`config.mk`:
```
export PLATFORM = sky130hd
export DESIGN_NAME = multifunction_input_decoder
export DESIGN_NICKNAME = d
export VERILOG_FILES = /design/src/hdl/mfi_pkg.sv /design/src/hdl/multifunction_input_decoder.sv
export VERILOG_INCLUDE_DIRS = /design/src /design/src/hdl
export SDC_FILE = /design/constraint.sdc
export NUM_CORES = 2
export LEC_CHECK = 0
export ABC_AREA = 1
export BUFFER_PORTS_ARGS = -buffer_cell sky130_fd_sc_hd__buf_2
export CAP_MARGIN = 20
export CORE_MARGIN = 2
export CORE_UTILIZATION = 45
export CTS_CLUSTER_DIAMETER = 40
export DETAILED_ROUTE_END_ITERATION = 10
export SLEW_MARGIN = 20
export SYNTH_ARGS = -nofsm -noshare
export SYNTH_HDL_FRONTEND = slang
export SYNTH_SLANG_ARGS = --single-unit
```
`constraint.sdc`:
```
create_clock -name clk_i -period 10.5 [get_ports clk_i]
set_input_delay 2.1 -clock clk_i [delete_from_list [all_inputs] [get_ports clk_i]]
set_output_delay 2.1 -clock clk_i [all_outputs]
set_load 0.02 [all_outputs]
```
`src/hdl/mfi_defines.svh`:
```
// offsets, field positions, reset values and timing counts of the contact input decoder
`ifndef MFI_DEFINES_SVH
`define MFI_DEFINES_SVH

// ==========================================================================
// timing
`define CLK_FREQ_MHZ      100
`define TICK_TIME_US      1000
`define TICK_CYCLES       (`TICK_TIME_US * `CLK_FREQ_MHZ)
`define SH_TIME_MS        100
`define SH_TICKS          (`SH_TIME_MS * 1000 / `TICK_TIME_US + 1)
`define DEBOUNCE_TICKS    3

// ==========================================================================
// register byte offsets
`define OFS_CONFIG        8'h00
`define OFS_SECOND_AFN    8'h04
`define OFS_TRIM_LEVEL    8'h08
`define OFS_ES_GAIN       8'h0c
`define OFS_ES_START      8'h10
`define OFS_VREC_TIME     8'h14
`define OFS_FAST_STOP     8'h18
`define OFS_INPUT_VOLT    8'h1c
`define OFS_RT_TIMEOUT    8'h20
`define OFS_STATUS        8'h24
`define OFS_HELD_REF      8'h28
`define OFS_FUNC_BASE     8'h40
`define NUM_PARAMS        9

// ==========================================================================
// field positions
`define CFG_REF_LOCAL     0
`define ST_SET_ERR        0
`define ST_LOCKOUT        1
`define ST_PID_EN         2
`define ST_DC_BRAKE       3
`define ST_EXT_FAULT      4
`define ST_EXT_ALARM      5
`define ST_RT_ACTIVE      6
`define ST_UV_FAULT       7
`define ST_SH_HELD        8
`define ST_ES_ACTIVE      9
`define ST_CONTACTS       16

// ==========================================================================
// reset values
`define RST_CONFIG        16'h0000
`define RST_SECOND_AFN    16'h0000
`define RST_TRIM_LEVEL    16'h0000
`define RST_ES_GAIN       16'h8000
`define RST_ES_START      16'h0000
`define RST_VREC_TIME     16'h0001
`define RST_FAST_STOP     16'h0064
`define RST_INPUT_VOLT    16'h0000
`define RST_RT_TIMEOUT    16'h01f4
`define RST_FUNC_CODE     8'h00
`define VOLT_FULL         16'hffff

// ==========================================================================
// function codes
`define FN_PID_DISABLE    8'h19
`define FN_LOCKOUT        8'h1b
`define FN_TRIM_UP        8'h1c
`define FN_TRIM_DOWN      8'h1d
`define FN_SAMPLE_HOLD    8'h1e
`define FN_TERM_SELECT    8'h1f
`define FN_EXT_FAULT_HI   4'h2
`define FN_PID_I_RESET    8'h30
`define FN_PID_I_HOLD     8'h31
`define FN_DC_BRAKE       8'h60
`define FN_ENERGY_SAVE    8'h63
`define FN_RT_NC          8'h65
`define FN_RT_NO          8'h66
`define EF_BIT_NC         0
`define EF_BIT_RUN_ONLY   1
`define BUS_GAIN_NUM      32'd135
`define BUS_GAIN_DEN      32'd100

`endif

```
`src/hdl/mfi_pkg.sv`:
```
// types of the contact input decoder
package mfi_pkg;

	// ======================================================================
	// bus carrier
	typedef struct packed {
		logic        cyc;
		logic        stb;
		logic        we;
		logic [7:0]  adr;
		logic [3:0]  sel;
		logic [31:0] dat;
	} wb_req_t;

	// ======================================================================
	// control carriers
	typedef enum logic [1:0] {
		EF_RAMP  = 2'b00,
		EF_COAST = 2'b01,
		EF_FAST  = 2'b10,
		EF_ALARM = 2'b11
	} ext_action_t;

	typedef struct packed {
		logic enable;
		logic integ_reset;
		logic integ_hold;
	} pid_ctl_t;

	typedef struct packed {
		logic        fault;
		logic        alarm;
		ext_action_t action;
	} ext_fault_t;

	// ======================================================================
	// state machines
	typedef enum logic [1:0] {
		SH_TRACK = 2'b01,
		SH_HELD  = 2'b10
	} sh_state_t;

	typedef enum logic [2:0] {
		RT_IDLE   = 3'b001,
		RT_ACTIVE = 3'b010,
		RT_FAULT  = 3'b100
	} rt_state_t;

endpackage : mfi_pkg

```
`src/hdl/multifunction_input_decoder.sv`:
```
// contact input function decoder with classic wishbone register slave
`timescale 1ns/1ns
`include "mfi_defines.svh"

// What this block does
// pid disable contact: open enables pid control, closed disables it
// lockout contact open: every parameter write is ignored
// trim up/down contact closed offsets frequency by the trim level
// trim contacts ignored while reference comes from the local operator
// sample/hold closed 100ms or more: sample analog reference once, then hold
// sample/hold closure shorter than 100ms captures nothing
// terminal select: open uses first analog input, closed uses second
// fault codes 20-2f: bit0 nc, bit1 run only, bits3:2 action
// default fault code is normally open, always, ramp to stop
// terminal select assigned without matching second analog function: setting error
// integral reset contact: open accumulates, closed forces integral to zero
// integral hold contact closed freezes the pid integral
// brake contact while stopped starts dc injection braking
// run or jog command ends braking and takes priority
// energy save closed at or above start frequency drops voltage to gain
// energy save voltage changes ramp by the recovery time
// ridethrough on power loss: fast-stop decel until restore, else undervoltage fault
// ridethrough regulates bus voltage to 1.35 times input voltage
// each slot decodes its code; undocumented codes do nothing
// each contact sampled synchronously and debounced before use
module multifunction_input_decoder #(
	parameter int NUM_INPUTS     = 8,
	parameter int TICK_CYCLES    = `TICK_CYCLES,
	parameter int SH_TICKS       = `SH_TICKS,
	parameter int DEBOUNCE_TICKS = `DEBOUNCE_TICKS
) (
	input  wire logic                    clk_i,
	input  wire logic                    rst_i,
	input  wire mfi_pkg::wb_req_t        wb_i,
	output logic                         wb_ack_o,
	output logic [31:0]                  wb_dat_o,
	input  wire logic [NUM_INPUTS-1:0]   contacts_i,
	input  wire logic [15:0]             analog1_i,
	input  wire logic [15:0]             analog2_i,
	input  wire logic [15:0]             out_freq_i,
	input  wire logic                    running_i,
	input  wire logic                    run_cmd_i,
	input  wire logic                    jog_cmd_i,
	input  wire logic                    power_loss_i,
	output mfi_pkg::pid_ctl_t            pid_o,
	output mfi_pkg::ext_fault_t          ext_fault_o,
	output logic signed [16:0]           trim_offset_o,
	output logic [15:0]                  freq_ref_o,
	output logic                         dc_brake_o,
	output logic [15:0]                  voltage_level_o,
	output logic                         ridethrough_o,
	output logic [15:0]                  decel_time_o,
	output logic [15:0]                  bus_target_o,
	output logic                         undervoltage_fault_o,
	output logic                         input_setting_error_o,
	output logic                         lockout_o
);
	import mfi_pkg::*;

	initial begin
		if (NUM_INPUTS < 1 || NUM_INPUTS > 8)
			$error("bad NUM_INPUTS");
		if (TICK_CYCLES < 1 || SH_TICKS < 2 || SH_TICKS > 65535)
			$error("bad tick counts");
		if (DEBOUNCE_TICKS < 1 || DEBOUNCE_TICKS > 15)
			$error("bad DEBOUNCE_TICKS");
	end

	// ======================================================================
	// helpers
	// level seen on any slot carrying the given code, closed or open
	function automatic logic any_level(input logic [NUM_INPUTS-1:0][7:0] codes,
		input logic [NUM_INPUTS-1:0] lvl, input logic [7:0] code,
		input logic want_closed);
		logic hit;
		hit = 1'b0;
		for (int i = 0; i < NUM_INPUTS; i++) begin
			if (codes[i] == code && lvl[i] == want_closed)
				hit = 1'b1;
		end
		return hit;
	endfunction : any_level

	function automatic logic [15:0] merge16(input logic [15:0] old,
		input logic [31:0] dat, input logic [3:0] sel);
		logic [15:0] res;
		res = old;
		if (sel[0])
			res[7:0] = dat[7:0];
		if (sel[1])
			res[15:8] = dat[15:8];
		return res;
	endfunction : merge16

	// ======================================================================
	// declarations
	logic [31:0]                tick_cnt_reg;
	logic                       tick;
	logic [NUM_INPUTS-1:0]      sample_reg;
	logic [NUM_INPUTS-1:0]      level_reg;
	logic [NUM_INPUTS-1:0][7:0] func_reg;
	logic [15:0]                param_reg [`NUM_PARAMS];
	logic                       ack_reg;
	logic [31:0]                rdata_reg;
	logic [31:0]                rdata_next;
	logic                       bus_req;
	logic                       wr_ok;
	logic                       ref_local;
	logic                       term_sel;
	logic [15:0]                ref_selected;
	sh_state_t                  sh_state_reg;
	logic [15:0]                sh_cnt_reg;
	logic [15:0]                held_ref_reg;
	logic                       sh_closed;
	logic                       es_on;
	logic [15:0]                volt_target;
	logic [15:0]                vrec_cnt_reg;
	rt_state_t                  rt_state_reg;
	logic [15:0]                rt_cnt_reg;
	logic                       rt_sel;
	logic                       brake_req;
	logic                       trim_up;
	logic                       trim_down;
	ext_fault_t                 ef_next;
	logic [31:0]                bus_product;
	logic [31:0]                status_word;

	// ======================================================================
	// millisecond tick
	always_ff @(posedge clk_i) begin
		if (rst_i || tick_cnt_reg == 32'(TICK_CYCLES - 1))
			tick_cnt_reg <= 32'h0;
		else
			tick_cnt_reg <= tick_cnt_reg + 32'h1;
	end
	assign tick = (tick_cnt_reg == 32'(TICK_CYCLES - 1));

	// ======================================================================
	// contact sampling and debounce
	always_ff @(posedge clk_i) begin
		if (rst_i)
			sample_reg <= '0;
		else
			sample_reg <= contacts_i;
	end

	for (genvar g = 0; g < NUM_INPUTS; g++) begin : g_debounce
		logic [3:0] db_cnt_reg;
		always_ff @(posedge clk_i) begin
			if (rst_i) begin
				db_cnt_reg   <= 4'h0;
				level_reg[g] <= 1'b0;
			end else if (sample_reg[g] == level_reg[g]) begin
				db_cnt_reg <= 4'h0;
			end else if (tick) begin
				if (db_cnt_reg == 4'(DEBOUNCE_TICKS - 1)) begin
					level_reg[g] <= sample_reg[g];
					db_cnt_reg   <= 4'h0;
				end else begin
					db_cnt_reg <= db_cnt_reg + 4'h1;
				end
			end
		end
	end

	// ======================================================================
	// wishbone slave
	assign bus_req = wb_i.cyc && wb_i.stb && !ack_reg;
	assign wr_ok   = bus_req && wb_i.we && !lockout_o;

	always_ff @(posedge clk_i) begin
		if (rst_i)
			ack_reg <= 1'b0;
		else
			ack_reg <= bus_req;
	end

	always_ff @(posedge clk_i) begin
		if (rst_i) begin
			param_reg[0] <= `RST_CONFIG;
			param_reg[1] <= `RST_SECOND_AFN;
			param_reg[2] <= `RST_TRIM_LEVEL;
			param_reg[3] <= `RST_ES_GAIN;
			param_reg[4] <= `RST_ES_START;
			param_reg[5] <= `RST_VREC_TIME;
			param_reg[6] <= `RST_FAST_STOP;
			param_reg[7] <= `RST_INPUT_VOLT;
			param_reg[8] <= `RST_RT_TIMEOUT;
		end else if (wr_ok && wb_i.adr[7:6] == 2'b00 && wb_i.adr[1:0] == 2'b00
			&& wb_i.adr[7:2] < 6'(`NUM_PARAMS)) begin
			param_reg[wb_i.adr[5:2]] <= merge16(param_reg[wb_i.adr[5:2]], wb_i.dat, wb_i.sel);
		end
	end

	always_ff @(posedge clk_i) begin
		if (rst_i) begin
			func_reg <= {NUM_INPUTS{`RST_FUNC_CODE}};
		end else if (wr_ok && wb_i.adr[7:6] == 2'b01 && wb_i.sel[0]
			&& wb_i.adr[5:2] < 4'(NUM_INPUTS)) begin
			func_reg[wb_i.adr[4:2]] <= wb_i.dat[7:0];
		end
	end

	always_comb begin
		status_word = 32'h0;
		status_word[`ST_SET_ERR]   = input_setting_error_o;
		status_word[`ST_LOCKOUT]   = lockout_o;
		status_word[`ST_PID_EN]    = pid_o.enable;
		status_word[`ST_DC_BRAKE]  = dc_brake_o;
		status_word[`ST_EXT_FAULT] = ext_fault_o.fault;
		status_word[`ST_EXT_ALARM] = ext_fault_o.alarm;
		status_word[`ST_RT_ACTIVE] = ridethrough_o;
		status_word[`ST_UV_FAULT]  = undervoltage_fault_o;
		status_word[`ST_SH_HELD]   = (sh_state_reg == SH_HELD);
		status_word[`ST_ES_ACTIVE] = es_on;
		status_word[`ST_CONTACTS +: NUM_INPUTS] = level_reg;
	end

	always_comb begin
		rdata_next = 32'h0;
		if (wb_i.adr[1:0] == 2'b00) begin
			if (wb_i.adr[7:6] == 2'b00 && wb_i.adr[7:2] < 6'(`NUM_PARAMS))
				rdata_next = {16'h0, param_reg[wb_i.adr[5:2]]};
			else if (wb_i.adr == `OFS_STATUS)
				rdata_next = status_word;
			else if (wb_i.adr == `OFS_HELD_REF)
				rdata_next = {16'h0, held_ref_reg};
			else if (wb_i.adr[7:6] == 2'b01 && wb_i.adr[5:2] < 4'(NUM_INPUTS))
				rdata_next = {24'h0, func_reg[wb_i.adr[4:2]]};
		end
	end

	always_ff @(posedge clk_i) begin
		if (rst_i)
			rdata_reg <= 32'h0;
		else if (bus_req && !wb_i.we)
			rdata_reg <= rdata_next;
	end

	assign wb_ack_o = ack_reg;
	assign wb_dat_o = rdata_reg;

	// ======================================================================
	// level decodes
	assign ref_local = param_reg[0][`CFG_REF_LOCAL];
	assign term_sel  = any_level(func_reg, level_reg, `FN_TERM_SELECT, 1'b1);
	assign sh_closed = any_level(func_reg, level_reg, `FN_SAMPLE_HOLD, 1'b1);
	assign brake_req = any_level(func_reg, level_reg, `FN_DC_BRAKE, 1'b1);
	assign trim_up   = any_level(func_reg, level_reg, `FN_TRIM_UP, 1'b1) && !ref_local;
	assign trim_down = any_level(func_reg, level_reg, `FN_TRIM_DOWN, 1'b1) && !ref_local;
	assign es_on     = any_level(func_reg, level_reg, `FN_ENERGY_SAVE, 1'b1)
		&& out_freq_i >= param_reg[4];
	assign rt_sel    = any_level(func_reg, level_reg, `FN_RT_NO, 1'b1)
		|| any_level(func_reg, level_reg, `FN_RT_NC, 1'b0);
	assign ref_selected = term_sel ? analog2_i : analog1_i;

	always_ff @(posedge clk_i) begin
		if (rst_i) begin
			pid_o                 <= '{enable: 1'b1, integ_reset: 1'b0, integ_hold: 1'b0};
			lockout_o             <= 1'b0;
			input_setting_error_o <= 1'b0;
			trim_offset_o         <= 17'sh0;
			dc_brake_o            <= 1'b0;
		end else begin
			pid_o.enable <= !any_level(func_reg, level_reg, `FN_PID_DISABLE, 1'b1);
			pid_o.integ_reset <= any_level(func_reg, level_reg, `FN_PID_I_RESET, 1'b1);
			pid_o.integ_hold <= any_level(func_reg, level_reg, `FN_PID_I_HOLD, 1'b1);
			lockout_o <= any_level(func_reg, level_reg, `FN_LOCKOUT, 1'b0);
			input_setting_error_o <= (any_level(func_reg, level_reg, `FN_TERM_SELECT, 1'b0)
				|| term_sel) && param_reg[1][7:0] != `FN_TERM_SELECT;
			if (trim_up && !trim_down)
				trim_offset_o <= $signed({1'b0, param_reg[2]});
			else if (trim_down && !trim_up)
				trim_offset_o <= -$signed({1'b0, param_reg[2]});
			else
				trim_offset_o <= 17'sh0;
			dc_brake_o <= brake_req && !running_i && !run_cmd_i && !jog_cmd_i;
		end
	end

	// ======================================================================
	// external fault decode
	always_comb begin
		ef_next = '{fault: 1'b0, alarm: 1'b0, action: EF_RAMP};
		for (int i = NUM_INPUTS - 1; i >= 0; i--) begin
			if (func_reg[i][7:4] == `FN_EXT_FAULT_HI
				&& (level_reg[i] ^ func_reg[i][`EF_BIT_NC])
				&& (running_i || !func_reg[i][`EF_BIT_RUN_ONLY])) begin
				if (ext_action_t'(func_reg[i][3:2]) == EF_ALARM) begin
					ef_next.alarm = 1'b1;
					if (!ef_next.fault)
						ef_next.action = EF_ALARM;
				end else begin
					ef_next.fault  = 1'b1;
					ef_next.action = ext_action_t'(func_reg[i][3:2]);
				end
			end
		end
	end

	always_ff @(posedge clk_i) begin
		if (rst_i)
			ext_fault_o <= '{fault: 1'b0, alarm: 1'b0, action: EF_RAMP};
		else
			ext_fault_o <= ef_next;
	end

	// ======================================================================
	// analog reference sample and hold
	always_ff @(posedge clk_i) begin
		if (rst_i || !sh_closed)
			sh_cnt_reg <= 16'h0;
		else if (tick && sh_cnt_reg != 16'(SH_TICKS))
			sh_cnt_reg <= sh_cnt_reg + 16'h1;
	end

	always_ff @(posedge clk_i) begin
		if (rst_i) begin
			sh_state_reg <= SH_TRACK;
			held_ref_reg <= 16'h0;
		end else begin
			unique case (sh_state_reg)
				SH_TRACK: begin
					if (sh_closed && sh_cnt_reg == 16'(SH_TICKS)) begin
						held_ref_reg <= ref_selected;
						sh_state_reg <= SH_HELD;
					end
				end
				SH_HELD: begin
					if (!sh_closed)
						sh_state_reg <= SH_TRACK;
				end
			endcase
		end
	end

	always_ff @(posedge clk_i) begin
		if (rst_i)
			freq_ref_o <= 16'h0;
		else if (sh_state_reg == SH_HELD)
			freq_ref_o <= held_ref_reg;
		else
			freq_ref_o <= ref_selected;
	end

	// ======================================================================
	// energy save voltage ramp
	assign volt_target = es_on ? param_reg[3] : `VOLT_FULL;

	always_ff @(posedge clk_i) begin
		if (rst_i) begin
			voltage_level_o <= `VOLT_FULL;
			vrec_cnt_reg    <= 16'h0;
		end else if (voltage_level_o == volt_target) begin
			vrec_cnt_reg <= 16'h0;
		end else if (param_reg[5] == 16'h0) begin
			voltage_level_o <= volt_target;
		end else if (vrec_cnt_reg >= param_reg[5] - 16'h1) begin
			vrec_cnt_reg <= 16'h0;
			if (voltage_level_o < volt_target)
				voltage_level_o <= voltage_level_o + 16'h1;
			else
				voltage_level_o <= voltage_level_o - 16'h1;
		end else begin
			vrec_cnt_reg <= vrec_cnt_reg + 16'h1;
		end
	end

	// ======================================================================
	// inertia ridethrough
	always_ff @(posedge clk_i) begin
		if (rst_i) begin
			rt_state_reg <= RT_IDLE;
			rt_cnt_reg   <= 16'h0;
		end else begin
			unique case (rt_state_reg)
				RT_IDLE: begin
					rt_cnt_reg <= 16'h0;
					if (rt_sel && power_loss_i)
						rt_state_reg <= RT_ACTIVE;
				end
				RT_ACTIVE: begin
					if (!power_loss_i) begin
						rt_state_reg <= RT_IDLE;
					end else if (rt_cnt_reg >= param_reg[8]) begin
						rt_state_reg <= RT_FAULT;
					end else if (tick) begin
						rt_cnt_reg <= rt_cnt_reg + 16'h1;
					end
				end
				RT_FAULT: begin
					if (!power_loss_i)
						rt_state_reg <= RT_IDLE;
				end
			endcase
		end
	end

	assign bus_product = 32'(param_reg[7]) * `BUS_GAIN_NUM / `BUS_GAIN_DEN;

	always_ff @(posedge clk_i) begin
		if (rst_i) begin
			ridethrough_o        <= 1'b0;
			undervoltage_fault_o <= 1'b0;
			decel_time_o         <= 16'h0;
			bus_target_o         <= 16'h0;
		end else begin
			ridethrough_o        <= (rt_state_reg == RT_ACTIVE);
			undervoltage_fault_o <= (rt_state_reg == RT_FAULT);
			decel_time_o         <= param_reg[6];
			bus_target_o         <= bus_product[15:0];
		end
	end

endmodule : multifunction_input_decoder

```
==> qor.yml <==
synth_top_area_cell: "edfxtp_1"
clock_sinks: 587
path_common_cell: "buf_4"
worst_ep_arrival_time_ps: 11430
dieWidth_um: 275.8
rsz0062_at_grt: "yes"
status: "complete, but fails checks"
fin_setup_tns_ps: -897.3
netlist_instances: 4204
port_buffers: 208
ys.flop_type: "dfxtp_1"
drc: 17
cp_data_required_time_ps: 11000
num_vias: 31620
area_growth_pct: 26.11
grt_pass1_vias: 28750
synth-seq-cells: 587
hold_viol: 0
fp-row-count: 99
grt_pass1_wl_um: 167100
max_freq_ghz: 0.09146
yosys_warnings: 0
root_buffer: "clkbuf_16"
numCtsBuffers: 98
largest_reg_flops: 256
synth.distinct_cells: 67
synth-edff-count: 256
violations: "design-rule violations, negative setup slack"
crit_type: "register to register"
core_area_sq_mm: 0.07308
setup_violations: 3
endpoint_kind: "register"
crit_path_max_incr_delay_ps: 560
drtPass1Iterations: 9
startpoint_type: "register"
worstPathMaxFanout: 7
async_flop_share: 0
nets: 5020
drtIter0Drc: 2880
cts.clk_slew.worst_paths_ps: 50
die_y_um: 275.8
timing.rr.start: "param_reg[7][12]"
max_slew_margin: 0.2104
reg2reg_to: "bus_target_o[12]"
ant_nets: 0
worstSetupEndpoint: "bus_target_o[12]"
clk_latency_ps: 650
setup_slack_ps: -434.2
period_share: 1.041
finClkSkew_ps: 28.69
num_io_pins: 235
place_congestion: 1.037
avgViaCountPerCell: 5.463
reg2reg_depth: 82
postSynthAreaPerCell_sq_um: 7.908
synth-seq-area-share: 0.4306
max_cap_viol_count: 0
fin_crit_ps: 10930
hold_start: "tick_cnt_reg[0]"
antenna_found_initial: 4
ctsHoldBuffers: 0
initial_utilization: 0.4549
cts_tree: "yes"
synth.area.top_cells: "edfxtp_1 23%, dfxtp_1 20%, nand2_1 8.3%"
wl_per_cell_um: 19.40
grt_max_degree: 61
syn_area_sq_mm: 0.03324
htree_levels: 3
cp_slowest_cell: "fa_1"
hpwl_um: 81950
utilization: 0.5737
slew_violations: 0
track_usage: 0.2866
rrSetupSlack_ps: -430
min_path_type: "register to register"
worstMarginPinSlew_ps: 1174
final_layout_size_suffix_gt1_frac: 0.1953
clockBufferDepth: 3
cp-startpoint: "param_reg[7][12]"
whs_ps: 453.8
dieArea_sq_mm: 0.07607
preCtsSetupSlack_ps: -349.6
wl_um: 112300
grt_overflow: 0
synth_top_area_share: 0.2312
diodes: 0
==> routing by layer <==
layer	vias up	global-route usage	share of wire
met5	-	0	0.00037
met4	6	0.09833	0.034
met3	208	0.04402	0.078
met2	1163	0.4386	0.44
met1	14930	0.4120	0.45
li1	15310	-	-
==> area by class of cell <==
class                      count  area, sq um
inverter                     603         2276
tap                          959         1200
clock inverter                56        744.5
multi-input combinational   3000        17730
fill                        6813        31160
timing repair buffer         455         2929
sequential                   587        14310
clock buffer                 127         2734
==> stage by stage <==
step	cells	area, sq um
after CTS	5764	41060
after global placement	5510	36610
after floorplan	4323	33690
after global routing	5787	41930
after detailed placement	5510	36610
final	5787	41930
==> worst max-delay path: cells and delay by family, from the launching register on <==
family,cells,cell delay (ps)
adders and majority gates,4,1570
AOI/OAI and AO/OA,2,410
DFF,1,470
and+or+nand+nor,26,2490
buffers and inverters,50,5820
==> how the worst min path moves through the flow <==
stage,depth (start not counted),slack [ps],to
final,1,450,tick_cnt_reg[0]
after global placement,1,430,tick_cnt_reg[0]
after detailed placement,1,440,tick_cnt_reg[0]
after CTS,1,460,tick_cnt_reg[0]
after floorplan,1,420,tick_cnt_reg[0]
after global routing,2,470,wb_dat_o[7]
==> cell usage in the layout, fill, tap and decap left out, types with 14 or more instances in the layout <==
master	instances
nand2_1	669
inv_1	538
nor2_1	469
dfxtp_1	331
a21oi_1	299
edfxtp_1	256
buf_4	242
o21ai_0	212
buf_2	207
nand3_1	163
ha_1	122
conb_1	120
clkbuf_16	100
a22oi_1	98
nand4_1	83
nor3_1	82
nand2_2	73
nand2_4	54
o22ai_1	52
xor2_1	52
inv_2	47
nand3_2	31
o211ai_1	29
nor4_1	27
o21a_1	25
a31oi_1	25
fa_1	24
nor2_4	20
ha_4	18
clkinv_1	17
a311oi_1	17
o21ai_1	15
o31ai_1	15
xnor2_1	14
clkbuf_1	14
==> logic make-up (layout without fill, tap and decap cells) <==
logic type / count (synthesis) / count (layout) / share of synthesized area
AOI/OAI and AO/OA: 903 / 903 / 0.1645
other: 1 / 120 / 0.0001128
xor gates and xnor gates: 67 / 67 / 0.01765
and+or+nand+nor: 1744 / 1744 / 0.2347
adders and majority gates: 166 / 166 / 0.06812
buffers and inverters: 736 / 1241 / 0.08438
DFF: 587 / 587 / 0.4306
==> timing repair <==
action,CTS,global route
buffers inserted,71,23
pin swaps,68,104
gates resized for setup,87,164
hold endpoints to repair,0,0
setup endpoints to repair,2,5
==> Yosys cell counts (all sizes together) (4+ instances only) <==
cell and instances:
o41ai 4, nor2 495, clkinv 15, a221oi 11, nor3b 11, o21a 25
o21bai 8, a211oi 10, or2 11, nand3b 6, a21oi 308, nand2 802
o211ai 29, nand3 202, and3 4, a21o 4, dfxtp 331, fa 25
o31ai 15, nor4 28, a311oi 17, o211a 8, clkbuf 114, xor2 53
xnor2 14, o32ai 6, o221ai 7, buf 19, nand4 94, ha 141
o21ai 239, a2111oi 9, o22ai 52, o311ai 5, inv 588, a22oi 98
o2111ai 7, a31oi 25, a21boi 5, nor3 87, edfxtp 256
Power is left out: the tool's default activity adds up to more than one toggle a clock period on the data nets, which glitch-free logic cannot reach.
